$ cat src/common/temp_monitor_pkg.sv
/*
 * Shared constants for the temperature monitor: register map, config and
 * status fields, sequencer and bus states, timing counts.
 * Assumes a 200 MHz system clock.
 */
package temp_monitor_pkg;
  localparam int CLK_MHZ = 200;
  // register map
  localparam logic [7:0] R_LOC_VAL  = 8'h00;
  localparam logic [7:0] R_REM_HI   = 8'h01;
  localparam logic [7:0] R_STATUS   = 8'h02;
  localparam logic [7:0] R_CFG_RD   = 8'h03;
  localparam logic [7:0] R_RATE     = 8'h04;
  localparam logic [7:0] R_CFG_WR   = 8'h09;
  localparam logic [7:0] R_ONE_SHOT = 8'h0f;
  localparam logic [7:0] R_REM_LO   = 8'h10;
  // limit slots: loc high, loc low, rem high hi/lo, rem low hi/lo, therms
  localparam int LIM_N = 8;
  localparam logic [7:0] LIM_ADDR [LIM_N] =
    '{8'h05, 8'h06, 8'h07, 8'h13, 8'h08, 8'h14, 8'h20, 8'h19};
  localparam logic [7:0] LIM_RESET [LIM_N] =
    '{8'h7f, 8'h00, 8'h7f, 8'h00, 8'h00, 8'h00, 8'h7f, 8'h7f};
  localparam int L_LOC_HIGH = 0;
  localparam int L_LOC_LOW  = 1;
  localparam int L_REM_HH   = 2;
  localparam int L_REM_HL   = 3;
  localparam int L_REM_LH   = 4;
  localparam int L_REM_LL   = 5;
  localparam int L_LOC_TH   = 6;
  localparam int L_REM_TH   = 7;
  // config fields
  localparam int CFG_MASK    = 7;
  localparam int CFG_STANDBY = 6;
  localparam int CFG_PIN2    = 5;
  localparam int CFG_EXT     = 2;
  localparam logic [7:0] CFG_RESET = 8'h00;
  localparam logic [7:0] CFG_WMASK = 8'he4;
  // status fields
  localparam int ST_BUSY = 7;
  localparam int ST_LHI  = 6;
  localparam int ST_LLO  = 5;
  localparam int ST_RHI  = 4;
  localparam int ST_RLO  = 3;
  localparam int ST_OPEN = 2;
  localparam int ST_RTH  = 1;
  localparam int ST_LTH  = 0;
  // rate codes: 0 is 1/16 per s, each step doubles, 8 is 16 per s
  localparam logic [3:0] RATE_RESET = 4'h7;
  localparam logic [3:0] RATE_MAX   = 4'ha;
  localparam logic [3:0] RATE_FAST  = 4'h8;
  localparam logic [3:0] AVG_LAST   = 4'hf;
  // converter word: signed quarter degrees
  localparam int ADC_W = 13;
  localparam logic signed [13:0] EXT_OFS_Q = 14'sh0100;
  localparam logic signed [13:0] MAX_BIN_Q = 14'sh01ff;
  localparam logic signed [13:0] MAX_EXT_Q = 14'sh03ff;
  // timing
  localparam longint ONESHOT_AVG_US = 52000;
  localparam longint ONESHOT_RAW_US = 8000;
  localparam longint CONV_BASE_MS   = 16000;
  localparam longint ONESHOT_AVG_CYC = ONESHOT_AVG_US * CLK_MHZ;
  localparam longint ONESHOT_RAW_CYC = ONESHOT_RAW_US * CLK_MHZ;
  localparam longint CONV_BASE_CYC   = CONV_BASE_MS * CLK_MHZ * 1000;
  typedef enum logic [3:0] {
    S_IDLE = 4'b0001, S_LOCAL = 4'b0010,
    S_REM_N1 = 4'b0100, S_REM_N2 = 4'b1000
  } seq_state_t;
  typedef enum logic [6:0] {
    B_IDLE = 7'b0000001, B_ADDR = 7'b0000010, B_ACK_A = 7'b0000100,
    B_WR = 7'b0001000, B_ACK_W = 7'b0010000, B_RD = 7'b0100000,
    B_ACK_R = 7'b1000000
  } bus_state_t;
endpackage : temp_monitor_pkg

$ cat src/common/smbus_reg_if.sv
/*
 * Carrier between the serial slave and the register file.
 * Assumes both ends run on the same clock.
 */
`timescale 1ns/1ps
interface smbus_reg_if;
  logic [7:0] ptr;
  logic       wr;
  logic       rd;
  logic [7:0] wdata;
  logic [7:0] rdata;
  modport slave (output ptr, output wr, output rd, output wdata,
                 input rdata);
  modport regs (input ptr, input wr, input rd, input wdata,
                output rdata);
endinterface : smbus_reg_if

$ cat src/hdl/smbus_slave.sv
/*
 * Two-wire serial slave: address match, pointer byte, data writes,
 * single-register reads repeated until the host stops acking.
 * Assumes scl and sda already synchronous to clk; no clock stretching.
 */
`timescale 1ns/1ps
module smbus_slave #(
  parameter logic [6:0] DEV_ADDR = 7'h48
) (
  input  wire logic   clk,
  input  wire logic   sys_rst,
  input  wire logic   scl_i,
  input  wire logic   sda_i,
  output logic        sda_oe_n,
  smbus_reg_if.slave  rb
);
  temp_monitor_pkg::bus_state_t st_r;
  logic       scl_q, sda_q, rw_r, first_r, ack_r;
  logic [3:0] cnt_r;
  logic [7:0] sh_r, tx_r;
  logic       start, stop, rise, fall;

  assign start = scl_i & scl_q & sda_q & ~sda_i;
  assign stop  = scl_i & scl_q & ~sda_q & sda_i;
  assign rise  = scl_i & ~scl_q;
  assign fall  = ~scl_i & scl_q;

  always_ff @(posedge clk or posedge sys_rst) begin
    if (sys_rst) begin
      scl_q <= 1'b1;
      sda_q <= 1'b1;
    end else begin
      scl_q <= scl_i;
      sda_q <= sda_i;
    end
  end

  ////////////////////////////////////////////////////////////////////////
  always_ff @(posedge clk or posedge sys_rst) begin
    if (sys_rst) begin
      st_r <= temp_monitor_pkg::B_IDLE;
      sda_oe_n <= 1'b1;
      cnt_r <= 4'h0;
      sh_r <= 8'h00;
      tx_r <= 8'h00;
      rw_r <= 1'b0;
      first_r <= 1'b0;
      ack_r <= 1'b0;
      rb.ptr <= 8'h00;
      rb.wr <= 1'b0;
      rb.rd <= 1'b0;
      rb.wdata <= 8'h00;
    end else begin
      rb.wr <= 1'b0;
      rb.rd <= 1'b0;
      if (start) begin
        st_r <= temp_monitor_pkg::B_ADDR;
        cnt_r <= 4'h0;
        first_r <= 1'b1;
        sda_oe_n <= 1'b1;
      end else if (stop) begin
        st_r <= temp_monitor_pkg::B_IDLE;
        sda_oe_n <= 1'b1;
      end else if (rise) begin
        if (st_r == temp_monitor_pkg::B_ADDR ||
            st_r == temp_monitor_pkg::B_WR) begin
          sh_r <= {sh_r[6:0], sda_i};
          cnt_r <= cnt_r + 4'h1;
        end
        if (st_r == temp_monitor_pkg::B_RD) cnt_r <= cnt_r + 4'h1;
        if (st_r == temp_monitor_pkg::B_ACK_R) ack_r <= ~sda_i;
      end else if (fall) begin
        unique case (st_r)
          temp_monitor_pkg::B_ADDR: begin
            if (cnt_r == 4'h8) begin
              if (sh_r[7:1] == DEV_ADDR) begin
                sda_oe_n <= 1'b0;
                rw_r <= sh_r[0];
                st_r <= temp_monitor_pkg::B_ACK_A;
              end else st_r <= temp_monitor_pkg::B_IDLE;
            end
          end
          temp_monitor_pkg::B_ACK_A, temp_monitor_pkg::B_ACK_R: begin
            cnt_r <= 4'h0;
            if ((st_r == temp_monitor_pkg::B_ACK_A && rw_r) ||
                (st_r == temp_monitor_pkg::B_ACK_R && ack_r)) begin
              // reads fetch at this edge; side effects follow a cycle on
              tx_r <= rb.rdata;
              rb.rd <= 1'b1;
              sda_oe_n <= rb.rdata[7];
              st_r <= temp_monitor_pkg::B_RD;
            end else begin
              sda_oe_n <= 1'b1;
              st_r <= rw_r ? temp_monitor_pkg::B_IDLE
                           : temp_monitor_pkg::B_WR;
            end
          end
          temp_monitor_pkg::B_WR: begin
            if (cnt_r == 4'h8) begin
              sda_oe_n <= 1'b0;
              st_r <= temp_monitor_pkg::B_ACK_W;
              first_r <= 1'b0;
              if (first_r) rb.ptr <= sh_r;
              else begin
                rb.wr <= 1'b1;
                rb.wdata <= sh_r;
              end
            end
          end
          temp_monitor_pkg::B_ACK_W: begin
            sda_oe_n <= 1'b1;
            cnt_r <= 4'h0;
            st_r <= temp_monitor_pkg::B_WR;
          end
          temp_monitor_pkg::B_RD: begin
            if (cnt_r == 4'h8) begin
              sda_oe_n <= 1'b1;
              st_r <= temp_monitor_pkg::B_ACK_R;
            end else begin
              tx_r <= {tx_r[6:0], 1'b0};
              sda_oe_n <= tx_r[6];
            end
          end
          temp_monitor_pkg::B_IDLE: ;
        endcase
      end
    end
  end
endmodule : smbus_slave

$ cat src/hdl/temp_monitor.sv
/*
 * Digital side of a two-channel temperature monitor: conversion sequencer,
 * averaging, value and limit registers, status flags, alarm and thermal pins.
 * Assumes an external converter returning signed quarter degrees per step.
 */
`timescale 1ns/1ps
// Notes on behaviour
// - converter runs freely, alternating local and remote, storing results.
// - each result is compared with its high, low and thermal limits.
// - every out-of-limit outcome sets its own status flag.
// - alarm pin goes low on high or low limit crossing.
// - a remote diode fault also pulls the alarm pin low.
// - thermal pin goes low while a result exceeds its thermal limit.
// - config may turn the alarm pin into a second thermal pin.
// - host writes limits and config, reads back any register.
// - config holds standby, range, alarm mask and pin mode; rate has its own register.
// - remote step biases base against first, then second multiple.
// - at low rates each result is the mean of sixteen cycles.
// - at sixteen per second and faster, single results pass directly.
// - one-shot ends within 52 ms averaged, 8 ms unaveraged.
// - local result sits at 0x00 in whole degrees.
// - remote result: integer byte at 0x01, fraction byte at 0x10.
// - only top two bits of remote low byte carry data.
// - fraction bits give quarter degrees 0.00 to 0.75.
// - low byte read freezes high byte until the host reads it.
// - config bit 7 masks the alarm, ignored in second thermal mode.
// - config bit 2 selects extended offset-binary range.
module temp_monitor #(
  parameter logic [6:0]  DEV_ADDR    = 7'h48,
  parameter int unsigned AVG_BUDGET  = 32'(temp_monitor_pkg::ONESHOT_AVG_CYC),
  parameter int unsigned RAW_BUDGET  = 32'(temp_monitor_pkg::ONESHOT_RAW_CYC),
  parameter int unsigned CONV_BASE   = 32'(temp_monitor_pkg::CONV_BASE_CYC)
) (
  input  wire logic        clk,
  input  wire logic        sys_rst,
  input  wire logic        scl_i,
  input  wire logic        sda_i,
  output logic             sda_o,
  output logic             sda_oe_n,
  output logic             adc_start,
  output logic             adc_remote,
  output logic             adc_bias_n2,
  input  wire logic        adc_done,
  input  wire logic [12:0] adc_temp,
  input  wire logic        diode_fault,
  output logic             alarm_o,
  output logic             alarm_oe_n,
  output logic             thermal_trip_out_n_o,
  output logic             thermal_trip_out_n_oe_n
);
  smbus_reg_if rb ();

  logic [7:0] cfg_r, status_r, status_q, local_temp_value_r;
  logic [7:0] remote_temp_high_byte_r, remote_temp_low_byte_r;
  logic [7:0] lim_r [temp_monitor_pkg::LIM_N];
  logic [3:0] rate_r, meas_cnt_r;
  logic       lock_r, shot_req_r, shot_run_r, zero_r;
  logic       lhi_x, llo_x, lth_x, rhi_x, rlo_x, rth_x;
  logic [31:0] period_r, budget_r;
  logic signed [16:0] acc_loc_r, acc_rem_r, sum;
  temp_monitor_pkg::seq_state_t st_r;
  logic       avg_on, last, tick, go, loc_commit, rem_commit, timeout;
  logic [3:0] rate_eff;
  logic signed [12:0] result;
  logic [9:0] f;
  logic [9:0] rem_hlim, rem_llim;

  smbus_slave #(.DEV_ADDR(DEV_ADDR)) u_bus (
    .clk      (clk),
    .sys_rst  (sys_rst),
    .scl_i    (scl_i),
    .sda_i    (sda_i),
    .sda_oe_n (sda_oe_n),
    .rb       (rb.slave)
  );

  // offset for the extended range, then clamp
  function automatic logic [9:0] fmt(input logic signed [12:0] q,
                                     input logic ext);
    logic signed [13:0] v;
    v = {q[12], q} + (ext ? temp_monitor_pkg::EXT_OFS_Q : 14'sh0000);
    if (v < 14'sh0000) v = 14'sh0000;
    if (!ext && v > temp_monitor_pkg::MAX_BIN_Q)
      v = temp_monitor_pkg::MAX_BIN_Q;
    if (ext && v > temp_monitor_pkg::MAX_EXT_Q)
      v = temp_monitor_pkg::MAX_EXT_Q;
    return v[9:0];
  endfunction : fmt

  ////////////////////////////////////////////////////////////////////////
  // host registers
  always_ff @(posedge clk or posedge sys_rst) begin
    if (sys_rst) begin
      cfg_r <= temp_monitor_pkg::CFG_RESET;
      rate_r <= temp_monitor_pkg::RATE_RESET;
      for (int i = 0; i < temp_monitor_pkg::LIM_N; i++)
        lim_r[i] <= temp_monitor_pkg::LIM_RESET[i];
    end else if (rb.wr) begin
      if (rb.ptr == temp_monitor_pkg::R_CFG_WR)
        cfg_r <= rb.wdata & temp_monitor_pkg::CFG_WMASK;
      if (rb.ptr == temp_monitor_pkg::R_RATE)
        rate_r <= rb.wdata[3:0];
      for (int i = 0; i < temp_monitor_pkg::LIM_N; i++)
        if (rb.ptr == temp_monitor_pkg::LIM_ADDR[i])
          lim_r[i] <= rb.wdata;
    end
  end

  always_comb begin
    rb.rdata = 8'h00;
    unique case (rb.ptr)
      temp_monitor_pkg::R_LOC_VAL: rb.rdata = local_temp_value_r;
      temp_monitor_pkg::R_REM_HI:
        rb.rdata = remote_temp_high_byte_r;
      temp_monitor_pkg::R_REM_LO:
        rb.rdata = remote_temp_low_byte_r;
      temp_monitor_pkg::R_STATUS:  rb.rdata = status_r;
      temp_monitor_pkg::R_CFG_RD:  rb.rdata = cfg_r;
      temp_monitor_pkg::R_RATE:    rb.rdata = {4'h0, rate_r};
      default: begin
        for (int i = 0; i < temp_monitor_pkg::LIM_N; i++)
          if (rb.ptr == temp_monitor_pkg::LIM_ADDR[i])
            rb.rdata = lim_r[i];
      end
    endcase
  end

  ////////////////////////////////////////////////////////////////////////
  // conversion pacing
  assign rate_eff = (rate_r > temp_monitor_pkg::RATE_MAX) ?
                    temp_monitor_pkg::RATE_MAX : rate_r;
  assign avg_on = rate_eff < temp_monitor_pkg::RATE_FAST;
  assign tick = (period_r == 32'h0) & ~cfg_r[temp_monitor_pkg::CFG_STANDBY];
  assign go = (st_r == temp_monitor_pkg::S_IDLE) & (tick | shot_req_r);
  assign timeout = shot_run_r &
                   (budget_r >= (avg_on ? AVG_BUDGET : RAW_BUDGET));

  always_ff @(posedge clk or posedge sys_rst) begin
    if (sys_rst) period_r <= 32'h0;
    else if (cfg_r[temp_monitor_pkg::CFG_STANDBY]) period_r <= 32'h0;
    else if (period_r == 32'h0) period_r <= (CONV_BASE >> rate_eff) - 1;
    else period_r <= period_r - 32'h1;
  end

  // one-shot: requested by a write, policed by a cycle budget
  always_ff @(posedge clk or posedge sys_rst) begin
    if (sys_rst) begin
      shot_req_r <= 1'b0;
      shot_run_r <= 1'b0;
      budget_r <= 32'h0;
    end else begin
      if (rb.wr && rb.ptr == temp_monitor_pkg::R_ONE_SHOT)
        shot_req_r <= 1'b1;
      else if (go) shot_req_r <= 1'b0;
      if (go && !tick) begin
        shot_run_r <= 1'b1;
        budget_r <= 32'h0;
      end else if (st_r == temp_monitor_pkg::S_IDLE || timeout)
        shot_run_r <= 1'b0;
      else if (shot_run_r) budget_r <= budget_r + 32'h1;
    end
  end

  ////////////////////////////////////////////////////////////////////////
  // sequencer: local step, then two remote bias steps
  assign last = !avg_on || meas_cnt_r == temp_monitor_pkg::AVG_LAST;
  assign sum = (st_r == temp_monitor_pkg::S_LOCAL ? acc_loc_r : acc_rem_r)
               + {{4{adc_temp[12]}}, adc_temp};
  assign result = avg_on ? sum[16:4] : adc_temp;
  assign f = fmt(result, cfg_r[temp_monitor_pkg::CFG_EXT]);
  assign loc_commit = adc_done & last & (st_r == temp_monitor_pkg::S_LOCAL);
  assign rem_commit = adc_done & last & (st_r == temp_monitor_pkg::S_REM_N2);

  always_ff @(posedge clk or posedge sys_rst) begin
    if (sys_rst) begin
      st_r <= temp_monitor_pkg::S_IDLE;
      adc_start <= 1'b0;
      adc_remote <= 1'b0;
      adc_bias_n2 <= 1'b0;
      meas_cnt_r <= 4'h0;
      acc_loc_r <= 17'sh0;
      acc_rem_r <= 17'sh0;
    end else begin
      adc_start <= 1'b0;
      if (timeout) st_r <= temp_monitor_pkg::S_IDLE;
      else unique case (st_r)
        temp_monitor_pkg::S_IDLE: if (go) begin
          meas_cnt_r <= 4'h0;
          acc_loc_r <= 17'sh0;
          acc_rem_r <= 17'sh0;
          adc_remote <= 1'b0;
          adc_bias_n2 <= 1'b0;
          adc_start <= 1'b1;
          st_r <= temp_monitor_pkg::S_LOCAL;
        end
        temp_monitor_pkg::S_LOCAL: if (adc_done) begin
          acc_loc_r <= sum;
          adc_remote <= 1'b1;
          adc_bias_n2 <= 1'b0;
          adc_start <= 1'b1;
          st_r <= temp_monitor_pkg::S_REM_N1;
        end
        temp_monitor_pkg::S_REM_N1: if (adc_done) begin
          adc_bias_n2 <= 1'b1;
          adc_start <= 1'b1;
          st_r <= temp_monitor_pkg::S_REM_N2;
        end
        temp_monitor_pkg::S_REM_N2: if (adc_done) begin
          acc_rem_r <= sum;
          adc_bias_n2 <= 1'b0;
          adc_remote <= 1'b0;
          if (last) st_r <= temp_monitor_pkg::S_IDLE;
          else begin
            meas_cnt_r <= meas_cnt_r + 4'h1;
            adc_start <= 1'b1;
            st_r <= temp_monitor_pkg::S_LOCAL;
          end
        end
      endcase
    end
  end

  ////////////////////////////////////////////////////////////////////////
  // value registers and coherent remote read
  always_ff @(posedge clk or posedge sys_rst) begin
    if (sys_rst) begin
      local_temp_value_r <= 8'h00;
      remote_temp_high_byte_r <= 8'h00;
      remote_temp_low_byte_r <= 8'h00;
      lock_r <= 1'b0;
    end else begin
      if (loc_commit) local_temp_value_r <= f[9:2];
      if (rem_commit && !diode_fault) begin
        remote_temp_low_byte_r <= {f[1:0], 6'h00};
        if (!lock_r) remote_temp_high_byte_r <= f[9:2];
      end
      if (rb.rd && rb.ptr == temp_monitor_pkg::R_REM_LO)
        lock_r <= 1'b1;
      else if (rb.rd && rb.ptr == temp_monitor_pkg::R_REM_HI)
        lock_r <= 1'b0;
    end
  end

  ////////////////////////////////////////////////////////////////////////
  // limit comparison, judged only at completion
  assign rem_hlim = {lim_r[temp_monitor_pkg::L_REM_HH],
                     lim_r[temp_monitor_pkg::L_REM_HL][7:6]};
  assign rem_llim = {lim_r[temp_monitor_pkg::L_REM_LH],
                     lim_r[temp_monitor_pkg::L_REM_LL][7:6]};

  always_ff @(posedge clk or posedge sys_rst) begin
    if (sys_rst) begin
      {lhi_x, llo_x, lth_x, rhi_x, rlo_x, rth_x} <= 6'h00;
    end else begin
      if (loc_commit) begin
        lhi_x <= f[9:2] > lim_r[temp_monitor_pkg::L_LOC_HIGH];
        llo_x <= f[9:2] < lim_r[temp_monitor_pkg::L_LOC_LOW];
        lth_x <= f[9:2] > lim_r[temp_monitor_pkg::L_LOC_TH];
      end
      if (rem_commit && !diode_fault) begin
        rhi_x <= f > rem_hlim;
        rlo_x <= f < rem_llim;
        rth_x <= f[9:2] > lim_r[temp_monitor_pkg::L_REM_TH];
      end
    end
  end

  // sticky flags, cleared by a status read; a set in that cycle wins
  logic [7:0] st_set, st_clr;
  always_comb begin
    st_set = 8'h00;
    st_set[temp_monitor_pkg::ST_LHI] = lhi_x;
    st_set[temp_monitor_pkg::ST_LLO] = llo_x;
    st_set[temp_monitor_pkg::ST_RHI] = rhi_x;
    st_set[temp_monitor_pkg::ST_RLO] = rlo_x;
    st_set[temp_monitor_pkg::ST_LTH] = lth_x;
    st_set[temp_monitor_pkg::ST_RTH] = rth_x;
    st_set[temp_monitor_pkg::ST_OPEN] = rem_commit & diode_fault;
    st_clr = (rb.rd && rb.ptr == temp_monitor_pkg::R_STATUS) ?
             status_q : 8'h00;
  end

  always_ff @(posedge clk or posedge sys_rst) begin
    if (sys_rst) begin
      status_r <= 8'h00;
      status_q <= 8'h00;
    end else begin
      // status_q is what the slave fetched one cycle before the read pulse
      status_q <= status_r;
      status_r <= (status_r & ~st_clr) | st_set;
      status_r[temp_monitor_pkg::ST_BUSY] <=
        st_r != temp_monitor_pkg::S_IDLE;
    end
  end

  ////////////////////////////////////////////////////////////////////////
  // open-drain pins: enable low pulls the wire low
  logic alert_on, second_trip_on, pin2_mode;
  assign pin2_mode = cfg_r[temp_monitor_pkg::CFG_PIN2];
  assign alert_on = |(status_r & 8'h7c) &
                    ~cfg_r[temp_monitor_pkg::CFG_MASK];
  assign second_trip_on = lhi_x | rhi_x;

  always_ff @(posedge clk or posedge sys_rst) begin
    if (sys_rst) begin
      zero_r <= 1'b0;
      alarm_oe_n <= 1'b1;
      thermal_trip_out_n_oe_n <= 1'b1;
    end else begin
      zero_r <= 1'b0;
      alarm_oe_n <= ~(pin2_mode ? second_trip_on : alert_on);
      thermal_trip_out_n_oe_n <= ~(lth_x | rth_x);
    end
  end

  assign sda_o = zero_r;
  assign alarm_o = zero_r;
  assign thermal_trip_out_n_o = zero_r;
endmodule : temp_monitor

$ cat config.mk
export PLATFORM = sky130hd
export DESIGN_NAME = temp_monitor
export DESIGN_NICKNAME = d
export VERILOG_FILES = /design/src/common/temp_monitor_pkg.sv /design/src/common/smbus_reg_if.sv /design/src/hdl/smbus_slave.sv /design/src/hdl/temp_monitor.sv
export SDC_FILE = /design/constraint.sdc
export NUM_CORES = 1
export LEC_CHECK = 0
export BUFFER_PORTS_ARGS = -buffer_cell sky130_fd_sc_hd__buf_2
export CORE_ASPECT_RATIO = 1.75
export CORE_MARGIN = 4
export CORE_UTILIZATION = 40
export CTS_CLUSTER_SIZE = 20
export DETAILED_ROUTE_END_ITERATION = 10
export GPL_TIMING_DRIVEN = 0
export HOLD_SLACK_MARGIN = 0.05
export SLEW_MARGIN = 20
export SYNTH_ARGS = -nofsm -noshare
export SYNTH_HDL_FRONTEND = slang
export SYNTH_SLANG_ARGS = --single-unit
$ cat constraint.sdc
create_clock -name clk -period 10.6 [get_ports clk]
set_input_delay 0.53 -clock clk [delete_from_list [all_inputs] [get_ports clk]]
set_output_delay 0.53 -clock clk [all_outputs]
set_load 0.05 [all_outputs]
==> results of run 1 <==
==> flip-flops by register name, summed over array words and instances, names as in the netlist, 2 cells and up <==
register	flops
lim_r	64
budget_r	32
period_r	32
acc_loc_r	17
acc_rem_r	17
local_temp_value_r	8
remote_temp_high_byte_r	8
status_r	8
u_bus.rb.ptr	8
u_bus.rb.wdata	8
u_bus.sh_r	8
status_q	7
u_bus.st_r	7
u_bus.tx_r	7
cfg_r	4
meas_cnt_r	4
rate_r	4
st_r	4
u_bus.cnt_r	4
remote_temp_low_byte_r	2
==> area by class of cell <==
type,count,area [um^2]
Fill cell,3814,21590
Multi-Input combinational cell,1245,8431
Sequential cell,275,6929
Clock buffer,35,747.0
Tap cell,490,613.1
Buffer,74,305.3
Inverter,76,292.8
Timing Repair Buffer,28,190.2
Clock inverter,15,180.2
==> per-layer routing <==
metal  part of all wire  GRT usage  wire [um]
met1               0.38     0.2329      17540
met2               0.52     0.3891      24100
met3              0.030    0.01771       1375
met4              0.067     0.1264       3081
met5                  0          0          0
==> stage by stage <==
| stage | std cells | hold slack, ns |
|---|---|---|
| 4_1_cts | 2238 | 0.05021 |
| 3_3_place_gp | 2183 | 0.4146 |
| 6_report | 2238 | 0.05425 |
| 3_5_place_dp | 2187 | 0.4140 |
| 2_1_floorplan | 1670 | 0.3741 |
| 5_1_grt | 2238 | 0.06144 |
==> repair_timing <==
| action | CTS | global route |
|---|---|---|
| hold endpoints to repair | 1 | 0 |
| gates resized for setup | 0 | 0 |
| setup endpoints to repair | 0 | 0 |
| hold buffers | 1 | 0 |
==> critical path: cells and delay by family, from the launching register on <==
kind / cells / cell delay (ns)
multiplexers: 1 / 0.28
flip-flops: 1 / 0.44
adder cells (fa/ha/maj): 3 / 0.92
buffers and inverters: 2 / 1.04
XOR/XNOR: 1 / 0.40
AO/OA/AOI/OAI: 15 / 3.22
AND/OR/NAND/NOR: 9 / 1.69
==> worst min-delay path by stage <==
stage	start	depth (start not counted)	slack (ns)	endpoint
global placement	status_r[0]	0	0.41	status_q[0]
floorplan	status_r[0]	0	0.37	status_q[0]
CTS	scl_i	1	0.05	u_bus.scl_q
detailed placement	status_r[0]	0	0.41	status_q[0]
finish	sys_rst	2	0.05	period_r[16]
global route	scl_i	1	0.06	u_bus.scl_q
==> synth_stat cells, drive strengths merged, types with 4 or more instances <==
library cell / n
dfrtp: 237
nand2: 189
nor2: 159
mux2: 108
o21ai: 105
a21oi: 92
ha: 84
inv: 76
clkbuf: 51
dfstp: 38
nand3: 38
nor3: 33
a22o: 31
xnor2: 31
xor2: 30
nor2b: 29
nand4: 28
a21o: 23
buf: 23
nand2b: 19
nor4: 17
a22oi: 16
a221oi: 15
mux2i: 15
and3: 14
o21a: 14
a31oi: 13
o31ai: 13
or2: 12
a211oi: 10
or3: 9
nand3b: 8
and2: 7
o31a: 7
and4: 6
o211ai: 6
a2111oi: 5
a311oi: 5
o21bai: 5
nor4b: 4
or4: 4
==> power by group through the flow <==
| stage | Combinational [mW] | Sequential [mW] | Clock, mW |
|---|---|---|---|
| CTS | 2.27 | 1.22 | 1.05 |
| global route | 2.54 | 1.23 | 1.08 |
| finish | 2.28 | 1.22 | 1.02 |
| detailed placement | 2.26 | 1.24 | 0 |
| global placement | 2.20 | 1.24 | 0 |
| floorplan | 1.56 | 1.24 | 0 |
==> logic make-up after synthesis <==
family                   share of synthesized area
AND/OR/NAND/NOR                             0.1804
AO/OA/AOI/OAI                               0.1606
flip-flops                                  0.4351
buffers and inverters                      0.03708
multiplexers                               0.08580
adder cells (fa/ha/maj)                    0.06725
XOR/XNOR                                   0.03355
other                                    0.0002355
==> impl_summary.md, run 1 <==
Yosys
The most used flip-flop cell after synthesis is sky130_fd_sc_hd__dfrtp_1. Sorting the synthesized cells by area gives the leading types as sky130_fd_sc_hd__dfrtp_1, sky130_fd_sc_hd__mux2_2, sky130_fd_sc_hd__ha_1, sky130_fd_sc_hd__dfstp_2, sky130_fd_sc_hd__nand2_1. The post-synthesis sequential element count is 275. The mean cell area of the mapped netlist is 9.548 um^2. The count of synthesis-stage warnings from yosys is 0. In this run, synthesis inferred 0 flip-flops with an integrated enable. In this run the cell area of the synthesized design comes to 0.01593 mm^2. The unique cell type count in the Yosys netlist is 85. The cell type with the highest aggregate area in the netlist is sky130_fd_sc_hd__dfrtp_1.

The part of the Yosys area used for sequential elements is 0.4351. The count of mapped cells out of synthesis is 1,668. Of the post-synthesis cell area, the dominant cell type holds 0.3724. The share of async-settable or async-resettable flops after synthesis is 1.000.

Routing
The average routed wire per standard cell is 20.60 um. Summed over all layers, the routed wires come to 46.09 mm. The first detailed-routing pass ran for 5 iterations. The DRC violation count after routing is 0. The number of routed nets with antenna violations is 0. The detailed router placed 12,930 vias in this run. The starting DRC count in detailed routing is 752.

The vias per cell is 5.776.

Timing
In the post-route analysis, the smallest setup slack over all paths is 2.445 ns. The final setup TNS is 0 ns. The hold violation count in the final report is 0. The post-route fraction of the period consumed by the critical path is 0.7693.

Setup repair after global routing left no endpoint under its margin. The number of max-slew violations in the final report is 0. The final period demand of the worst path is 8.155 ns.

The actual transition at the worst max-transition pin is 1.180 ns. Setup violations remaining at the end of the flow were counted as 0. Between clock sinks in the finished design, the worst skew comes to 0.02530 ns. The normalized max-slew margin is 0.2083. For this run, the top clock speed supported by timing is 122.6 MHz.

Floorplanning
The full die area is 0.04319 mm^2. The area of the core is 0.03928 mm^2. The initialized floorplan defines 96 standard-cell rows. The horizontal die dimension is 158.8 um. The die span in y is 272.0 um. 28 I/O pins were placed. For this configuration, the core starts out at a cell density of 0.4055.

Cells and area
In the layout the commonest cells are sky130_fd_sc_hd__dfrtp_1, sky130_fd_sc_hd__nand2_1, sky130_fd_sc_hd__nor2_1. The repair_antennas step left the layout with diodes totalling 0. Of the cells placed in the final design, the portion with a size suffix greater than 1 is 0.1539. The most common library cell in the layout ignoring fill and taps is sky130_fd_sc_hd__dfrtp_1. The area added between synthesis and finish is 11.07%. The net count of the finished layout is 1,832. The post-route cell area is 0.01769 mm^2. The final cell utilization of the core is 0.4503.

Setup path
The launch point of the critical path is st_r[2]. In this run the worst setup path terminates at rhi_x. STA classifies the critical path startpoint as a flip-flop.

The worst setup slack for register-to-register paths is 2.45 ns. Counting cells, the worst reg-to-reg path comes to 31. The startpoint identified for the worst register-to-register timing path is st_r[2]. The worst setup path is captured at a flip-flop. The arrival time at the worst endpoint is 8.60 ns. The most numerous cell type found on the critical path is sky130_fd_sc_hd__o21a_1. The maximum fanout encountered on the critical timing path is 10. The endpoint identified for the worst register-to-register timing path is rhi_x. For the worst setup path, the data required time is 11.04 ns. The maximum single-stage delay on the critical path is 0.56 ns. The critical path is of the flip-flop to flip-flop type.

The cell with the largest stage delay on the worst path is sky130_fd_sc_hd__buf_1.

Run status
The flow ran to the end, and the final reports show no timing, DRC or antenna violations.

Global routing
The number of global-route vias before repair is 13,370. The number of antenna violations at the first check in global routing is 0. The total global-route track usage is 0.2099.

The first global-routing pass estimated 73.37 mm of wire. The remaining global-route overflow is 0. The pin count of the biggest net entering global routing is 105.

Placed design
Summed over all nets, the half-perimeter wirelength after detailed placement is 34.64 mm. The number of buffers added on ports is 23. At the end of routability-driven placement, the weighted congestion stood at 0.9552. Timing analysis after detailed placement gives a worst setup slack of 2.559 ns. The post-detailed-placement cell area is 0.01675 mm^2.

Clocking
CTS built an H-tree with a depth of 1. The clock latency of the later-clocked register in the worst-skew pair is 0.58 ns. CTS saw 275 sinks. The number of buffers created by CTS is 28. The number of post-CTS setup repair buffers is 0.

In this run the deepest clock path goes through 3 buffers. The clock slew seen by the registers of the worst setup and hold paths is 0.06 ns. The cell at the root of the clock tree is sky130_fd_sc_hd__clkbuf_16. The TritonCTS clock tree is done.

Power and ir drop
The total power is 4.525 mW. The leakage power is 7.838 nW. The switching power of the nets is 1.957 mW. The largest vdd supply drop is 0.2173 mV. The share of total power dissipated in the clock network is 0.225. The register share of total power is 0.270. Of the total power, combinational logic draws 0.504. Internal power comes to 2.568 mW. The switching fraction of total power is 0.4325. The ratio of total power to cell area is 255.8 mW/mm^2.

Worst hold path
The class of the tightest hold or removal check is primary input to async pin.

Run
The number of maximum-capacitance violations is 0.
No activity file was read; power rests on OpenSTA's default activity.
==> inputs of run 2 (changes only) <==
- clock period: 10.6 -> 8.24 ns (I/O delays scaled with it)
==> run 2 against run 1 <==
  * Clock power is 28% higher
  * Die area stayed put
  * First-iteration DRC count is 5.5% lower
  * Register-to-register slack worse by 2.0 ns
  * Critical path depth is 1 lower
  * Maximum frequency is 4.7% higher
==> impl_summary.md, run 2 (synthesis gave the netlist of run 1 again) <==
Cells and area
The final antenna diode count is 0 (unchanged). The most common library cell in the layout ignoring fill and taps is sky130_fd_sc_hd__dfrtp_1. The flip-flop count of the largest register, all copies and words added was 64 (unchanged).

The fraction of final layout cells sized beyond drive strength 1 came to 0.1560 (+0.002110). The register with the most flip-flops in the final layout is lim_r. The net count of the finished layout is 1,834 (+0.11%). The area added between synthesis and finish is 11.30%.

The library cells used most frequently in the layout, excluding fill and tap cells, are sky130_fd_sc_hd__dfrtp_1, sky130_fd_sc_hd__nand2_1, sky130_fd_sc_hd__nor2_1. The largest registers in the layout are lim_r: 64 flops, budget_r: 32 flops, period_r: 32 flops.

Clocking
The number of post-CTS setup repair buffers was 0 (unchanged). The cell at the root of the clock tree is sky130_fd_sc_hd__clkbuf_16. The number of buffers created by CTS is 28 (unchanged).

The clock slew seen by the registers of the worst setup and hold paths came to 0.07 ns (about the same). The deepest clock path buffer count was 3 (unchanged). The clock latency of the later-clocked register in the worst-skew pair was 0.58 ns (about the same). TritonCTS built the clock tree. The maximum level of the CTS H-tree is 1 (unchanged).

The number of sinks driven by the clock tree is 275 (unchanged).

Floorplanning
The row count came to 96 (unchanged). The number of top-level design ports is 28 (unchanged). The horizontal die dimension is 158.8 um (unchanged). The full die area is 0.04319 mm^2 (unchanged).

The effective utilization at floorplan is 0.4055 (unchanged). The area of the core is 0.03928 mm^2 (unchanged). The die span in y is 272.0 um (unchanged).

Setup path
Among the stages of the critical path, the cell type that occurs most often is sky130_fd_sc_hd__o21a_1. The maximum fanout encountered on the critical timing path is 10 (unchanged). The critical path in this run is classified as flip-flop to flip-flop. The arrival time at the worst endpoint is 8.23 ns (-0.37 ns).

The depth of the critical timing path with buffers and inverters included was 30 (-3.2%). The worst-case reg-to-reg path depth came to 30 (-3.2%). The maximum single-stage delay on the critical path is 0.96 ns (+0.40 ns). The worst setup path is captured at a flip-flop. The largest delay contributor family on the critical path is compound AO/OA/AOI/OAI gates. The kind of launch point of the worst setup path is a flip-flop. The number of buffer and inverter instances along the worst setup path is 2 (unchanged). The required time reported for the critical path endpoint came to 8.68 ns (-2.36 ns). The cell with the largest stage delay on the worst path is sky130_fd_sc_hd__a211oi_1.

Power and ir drop
The internal power summed over all cells was 3.314 mW (+29%). The share of total power in combinational logic is 0.506 (+0.002). The switching power of the nets was 2.536 mW (+30%). The switching fraction of total power is 0.4335 (+0.0009986). The largest vdd supply drop is 0.2796 mV (+29%). The register share of total power is 0.269 (about the same).

The leakage power is 7.860 nW (+0.29%). The ratio of total power to cell area was 330.1 mW/mm^2 (+29%). The clock share of power is 0.225 (about the same).

The total power was 5.850 mW (+29%).

Placed design
The number of buffers added on ports is 23 (unchanged). The detailed placement HPWL is 34.64 mm (unchanged). The worst slack at placement is 0.1986 ns (-2.360 ns). The final RePlAce weighted congestion came to 0.9552 (unchanged).

Timing
The final setup violation count is 0 (unchanged). The final period demand of the worst path is 7.788 ns (-0.3661 ns). The final setup TNS was 0 ns (unchanged). The worst-case setup margin in the final layout is 0.4516 ns (-1.994 ns).

The setup clock skew after layout is 0.02834 ns (+0.003038 ns). The hold violation count in the final report is 0 (unchanged). The number of max-slew violations in the final report came to 0 (unchanged).

The normalized max-slew margin is 0.2134 (+0.005123). The actual transition at the worst max-transition pin came to 1.173 ns (-0.007638 ns). The post-route fraction of the period consumed by the critical path came to 0.9452 (+0.1759). The maximum clock frequency is 128.4 MHz (+4.7%). Setup repair after global routing left no endpoint under its margin.

Routing
The vias per cell is 5.780 (about the same). The starting DRC count in detailed routing came to 711 (-5.5%). The total wirelength of the detailed-routed design was 46.17 mm (+0.17%). The DRC violation count after routing is 0 (unchanged). The number of routed nets with antenna violations is 0 (unchanged).

The first-pass iteration count of the detailed router is 5 (unchanged). The average routed wire per standard cell was 20.61 um (about the same). The via total after detailed routing is 12,950 (+0.16%).

Run
The number of maximum-capacitance violations came to 0 (unchanged).

Global routing
The pin count of the biggest net entering global routing is 105 (unchanged). The total global-route track usage is 0.2098 (about the same). The number of antenna violations at the first check in global routing came to 0 (unchanged). The global-route wire length before repair is 73.35 mm (about the same). The remaining global-route overflow came to 0 (unchanged). The number of global-route vias before repair is 13,370 (-0.0075%).

Worst hold path
The number of cells on the worst hold path is 2. The class of the tightest hold or removal check is primary input to flip-flop.

Run status
The run finished with clean final reports.
## run 2: stage by stage
step	utilization	std cells	hold WS [ns]	area (um^2)
floorplan	-	1670	0.3741	15930
global placement	0.4242	2183	0.4146	16660
CTS	0.4507	2240	0.1520	17700
detailed placement	0.4264	2187	0.4140	16750
global route	0.4513	2240	0.1790	17720
finish	0.4513	2240	0.1762	17720
## run 2: final cells by class
type,count,area [um^2]
fill,3813,21550
multi-input combinational,1245,8442
sequential,275,6929
clock buffer,35,747.0
tap,490,613.1
buffer,74,310.3
inverter,76,292.8
timing repair buffer,30,210.2
clock inverter,15,180.2
## run 2: worst paths after layout
check                            startpoint             to  slack, ns
worst max-delay path                st_r[2]          rhi_x       0.45
worst min-delay path            diode_fault    status_r[2]       0.18
worst max register to register      st_r[2]          rhi_x       0.45
worst min register to register  status_r[0]    status_q[0]       0.42
max in group asynchronous           sys_rst  u_bus.tx_r[5]       6.79
min in group asynchronous           sys_rst   period_r[12]       0.50
## run 2: power groups by stage
stage | logic [mW] | clock network [mW] | registers [mW]
finish | 2.96 | 1.31 | 1.57
global route | 3.28 | 1.39 | 1.59
CTS | 2.92 | 1.35 | 1.57
detailed placement | 2.91 | 0 | 1.59
global placement | 2.84 | 0 | 1.59
floorplan | 2.01 | 0 | 1.60
## run 2: per-layer routing
metal / GRT usage / part of all wire / vias to the layer above
met5: 0 / 0 / -
met4: 0.1264 / 0.064 / 0
met3: 0.01771 / 0.028 / 141
met2: 0.3886 / 0.52 / 325
met1: 0.2330 / 0.38 / 6391
li1: - / - / 6091
## run 2: worst reg2reg max path: cells and delay by family (launching register included)
| kind | cells | cell delay, ns |
|---|---|---|
| compound gates | 14 | 3.39 |
| xor+xnor | 1 | 0.40 |
| fa+ha+maj | 3 | 0.83 |
| buf+inv | 2 | 0.69 |
| flops | 1 | 0.43 |
| mux | 1 | 0.28 |
| simple gates | 9 | 1.61 |
## run 2: timing repair
action                                 in CTS  in global routing
setup endpoints to repair                   0                  5
endpoints found under the hold margin      88                  0
hold buffers                                3                  0
resized for setup                           0                  8
==> inputs of run 3 (changes only) <==
- CORE_UTILIZATION: 40 -> 60
- GPL_TIMING_DRIVEN: 0 -> not set
- PLACE_DENSITY: not set -> 0.77
==> run 3 against run 2 <==
  * Clock power grew 5%
  * Register-to-register slack improved by 0.64 ns
  * Die area decreased by 32%
  * Critical path depth grew 1
  * Wire length down 5.9%
  * Global-route usage grew 8.5 points
  * Maximum frequency grew 8.9%
  * Non-clock buffer count down 63
  * Sequential power barely moved
  * Power fell by 1.4%
  * Sequential cell count is the same
  * Cell area is 2.4% lower
  * Largest cell class unchanged
  * Largest power group unchanged
==> impl_summary.md, run 3 (synthesis gave the netlist of run 1 again) <==
Placed design
The detailed placement HPWL is 31.48 mm (-9.1%). The worst slack at placement is 1.366 ns (+1.167 ns). The number of buffers added on ports came to 24 (+4.3%).

The final RePlAce weighted congestion is 0.9578 (+0.27%).

Clocking
The maximum level of the CTS H-tree was 1 (unchanged). The clock slew seen by the registers of the worst setup and hold paths is 0.07 ns (about the same). The deepest clock path buffer count came to 3 (unchanged).

The number of instances resized during post-cts repair is 0 (unchanged). The number of post-CTS setup repair buffers is 0 (unchanged). The quantity of hold-fixing buffers added after cts was 3 (unchanged).

The number of buffers created by CTS is 27 (-3.6%). The clock latency of the later-clocked register in the worst-skew pair is 0.57 ns (about the same). The cell at the root of the clock tree is sky130_fd_sc_hd__clkbuf_16. The TritonCTS clock tree is done. The number of sinks driven by the clock tree is 275 (unchanged).

Timing
The normalized max-slew margin was 0.3187 (+0.1053). The maximum clock frequency is 139.8 MHz (+8.9%). The setup clock skew after layout is 0.01472 ns (-0.01362 ns). The final setup TNS is 0 ns (unchanged). Setup repair after global routing left no endpoint under its margin. The post-route fraction of the period consumed by the critical path is 0.8678 (-0.07735).

The final setup violation count came to 0 (unchanged). The actual transition at the worst max-transition pin is 1.014 ns (-0.1593 ns). The worst-case setup margin in the final layout is 1.089 ns (+0.6374 ns).

The final period demand of the worst path was 7.151 ns (-0.6374 ns). The hold violation count in the final report came to 0 (unchanged). The number of max-slew violations in the final report came to 0 (unchanged).

Cells and area
The final cell utilization of the core is 0.6639 (+0.2126). The final antenna diode count came to 0 (unchanged). The fraction of final layout cells sized beyond drive strength 1 was 0.1595 (+0.003455). The storage element area was 0.006929 mm^2 (unchanged). The area added between synthesis and finish is 8.627%. lim_r holds more flip-flops than any other register. The multi-input logic area is 0.008436 mm^2 (about the same). The largest registers in the layout are lim_r: 64 flops, budget_r: 32 flops, period_r: 32 flops. The fill cell instance count of the final layout is 2,078 (-46%). The flip-flop count of the largest register, all copies and words added was 64 (unchanged). The library cells used most frequently in the layout, excluding fill and tap cells, are sky130_fd_sc_hd__dfrtp_1, sky130_fd_sc_hd__nand2_1, sky130_fd_sc_hd__nor2_1. The library cell used most frequently in the layout, excluding fill and tap cells, is sky130_fd_sc_hd__dfrtp_1. The net count of the finished layout is 1,770 (-3.5%).

Power and ir drop
The clock share of power was 0.237 (+0.012). The largest vdd supply drop is 0.2432 mV (-13%). The total power is 5.769 mW (-1.4%). The switching fraction of total power is 0.4117 (-0.02181). The internal power summed over all cells is 3.394 mW (+2.4%). The ratio of total power to cell area came to 333.5 mW/mm^2 (+1.0%). The register share of total power is 0.274 (+0.005). The share of total power in combinational logic is 0.489 (-0.017).

The leakage power was 7.799 nW (-0.78%). The switching power of the nets is 2.375 mW (-6.3%).

Routing
The starting DRC count in detailed routing is 1,121 (+58%). The vias per cell is 6.508 (+13%). The via total after detailed routing is 13,060 (+0.87%). The total wirelength of the detailed-routed design is 43.44 mm (-5.9%). The DRC violation count after routing is 0 (unchanged).

The first-pass iteration count of the detailed router is 5 (unchanged). The number of routed nets with antenna violations is 0 (unchanged). The average routed wire per standard cell is 21.64 um (+5.0%).

Global routing
The remaining global-route overflow came to 0 (unchanged). The number of global-route vias before repair is 13,080 (-2.2%). The number of antenna violations at the first check in global routing came to 0 (unchanged). The global-route wire length before repair was 70.19 mm (-4.3%). The total global-route track usage was 0.2944 (+0.08455). The pin count of the biggest net entering global routing came to 148 (+41%).

Setup path
The worst setup slack for register-to-register paths is 1.09 ns (+0.64 ns). The kind of end point of the critical path is a flip-flop. The arrival time at the worst endpoint was 7.60 ns (-0.63 ns).

The required time reported for the critical path endpoint was 8.69 ns (about the same). The maximum single-stage delay on the critical path is 0.53 ns (-0.43 ns). The kind of launch point of the worst setup path is a flip-flop. The classification of the worst setup path is flip-flop to flip-flop.

The maximum fanout encountered on the critical timing path is 17 (+7). Among all stages on the critical path, the largest delay is contributed by sky130_fd_sc_hd__a311oi_2. The worst-case reg-to-reg path depth is 31 (+3.3%).

Floorplanning
The horizontal die dimension is 131.2 um (-17%). The full die area is 0.02932 mm^2 (-32%). The effective utilization at floorplan came to 0.6112 (+0.2057).

The die span in y is 223.5 um (-18%). The area of the core came to 0.02606 mm^2 (-34%). The number of top-level design ports is 28 (unchanged).

The row count is 78 (-19%).

Worst hold path
The number of cells on the worst hold path is 2 (unchanged). The tightest min-delay check is of the primary input to flip-flop type.

Run status
The flow ran to the end, and the final reports show no timing, DRC or antenna violations.

Run
The number of maximum-capacitance violations is 0 (unchanged).
run 3: power groups by stage:
stage               clock (mW)  sequential (mW)  combinational (mW)
floorplan                    0             1.60                2.01
global placement             0             1.60                2.62
detailed placement           0             1.60                2.73
CTS                       1.39             1.58                2.78
global route              1.44             1.60                3.12
finish                    1.37             1.58                2.82
run 3: cell type report:
class                      count  area share
multi-input combinational   1245      0.4876
clock buffer                  36     0.04217
sequential                   275      0.4005
inverter                      76     0.01692
tap                          320     0.02314
clock inverter                14     0.01410
timing repair buffer          41     0.01548
run 3: worst max-delay path, delay by kind of cell (launching register included):
| kind | cells | cell delay, ns |
|---|---|---|
| AO/OA/AOI/OAI | 16 | 3.34 |
| buffers and inverters | 1 | 0.32 |
| XOR/XNOR | 1 | 0.22 |
| AND/OR/NAND/NOR | 9 | 1.44 |
| multiplexers | 1 | 0.29 |
| adder cells (fa/ha/maj) | 3 | 0.97 |
| flip-flops | 1 | 0.44 |
run 3: worst paths after layout:
| path | end | start |
|---|---|---|
| worst max-delay path | rhi_x | st_r[3] |
| worst min-delay path | status_r[2] | diode_fault |
| worst max register to register | rhi_x | st_r[3] |
| worst min register to register | status_q[1] | status_r[1] |
| max in group asynchronous | period_r[27] | sys_rst |
| min in group asynchronous | budget_r[4] | sys_rst |
run 3: layer usage:
| metal | track usage | vias up | share of wire |
|---|---|---|---|
| li1 | - | 5965 | - |
| met1 | 0.3434 | 6415 | 0.37 |
| met2 | 0.5327 | 526 | 0.52 |
| met3 | 0.02888 | 155 | 0.048 |
| met4 | 0.1604 | 0 | 0.063 |
| met5 | 0 | - | 0 |
run 3: metrics by stage:
stage | cells | instance area, um^2 | hold slack, ns
detailed placement | 1954 | 16290 | 0.4043
floorplan | 1670 | 15930 | 0.3741
global route | 2007 | 17300 | 0.1776
CTS | 2007 | 17290 | 0.1496
global placement | 1954 | 16290 | 0.3952
finish | 2007 | 17300 | 0.1617
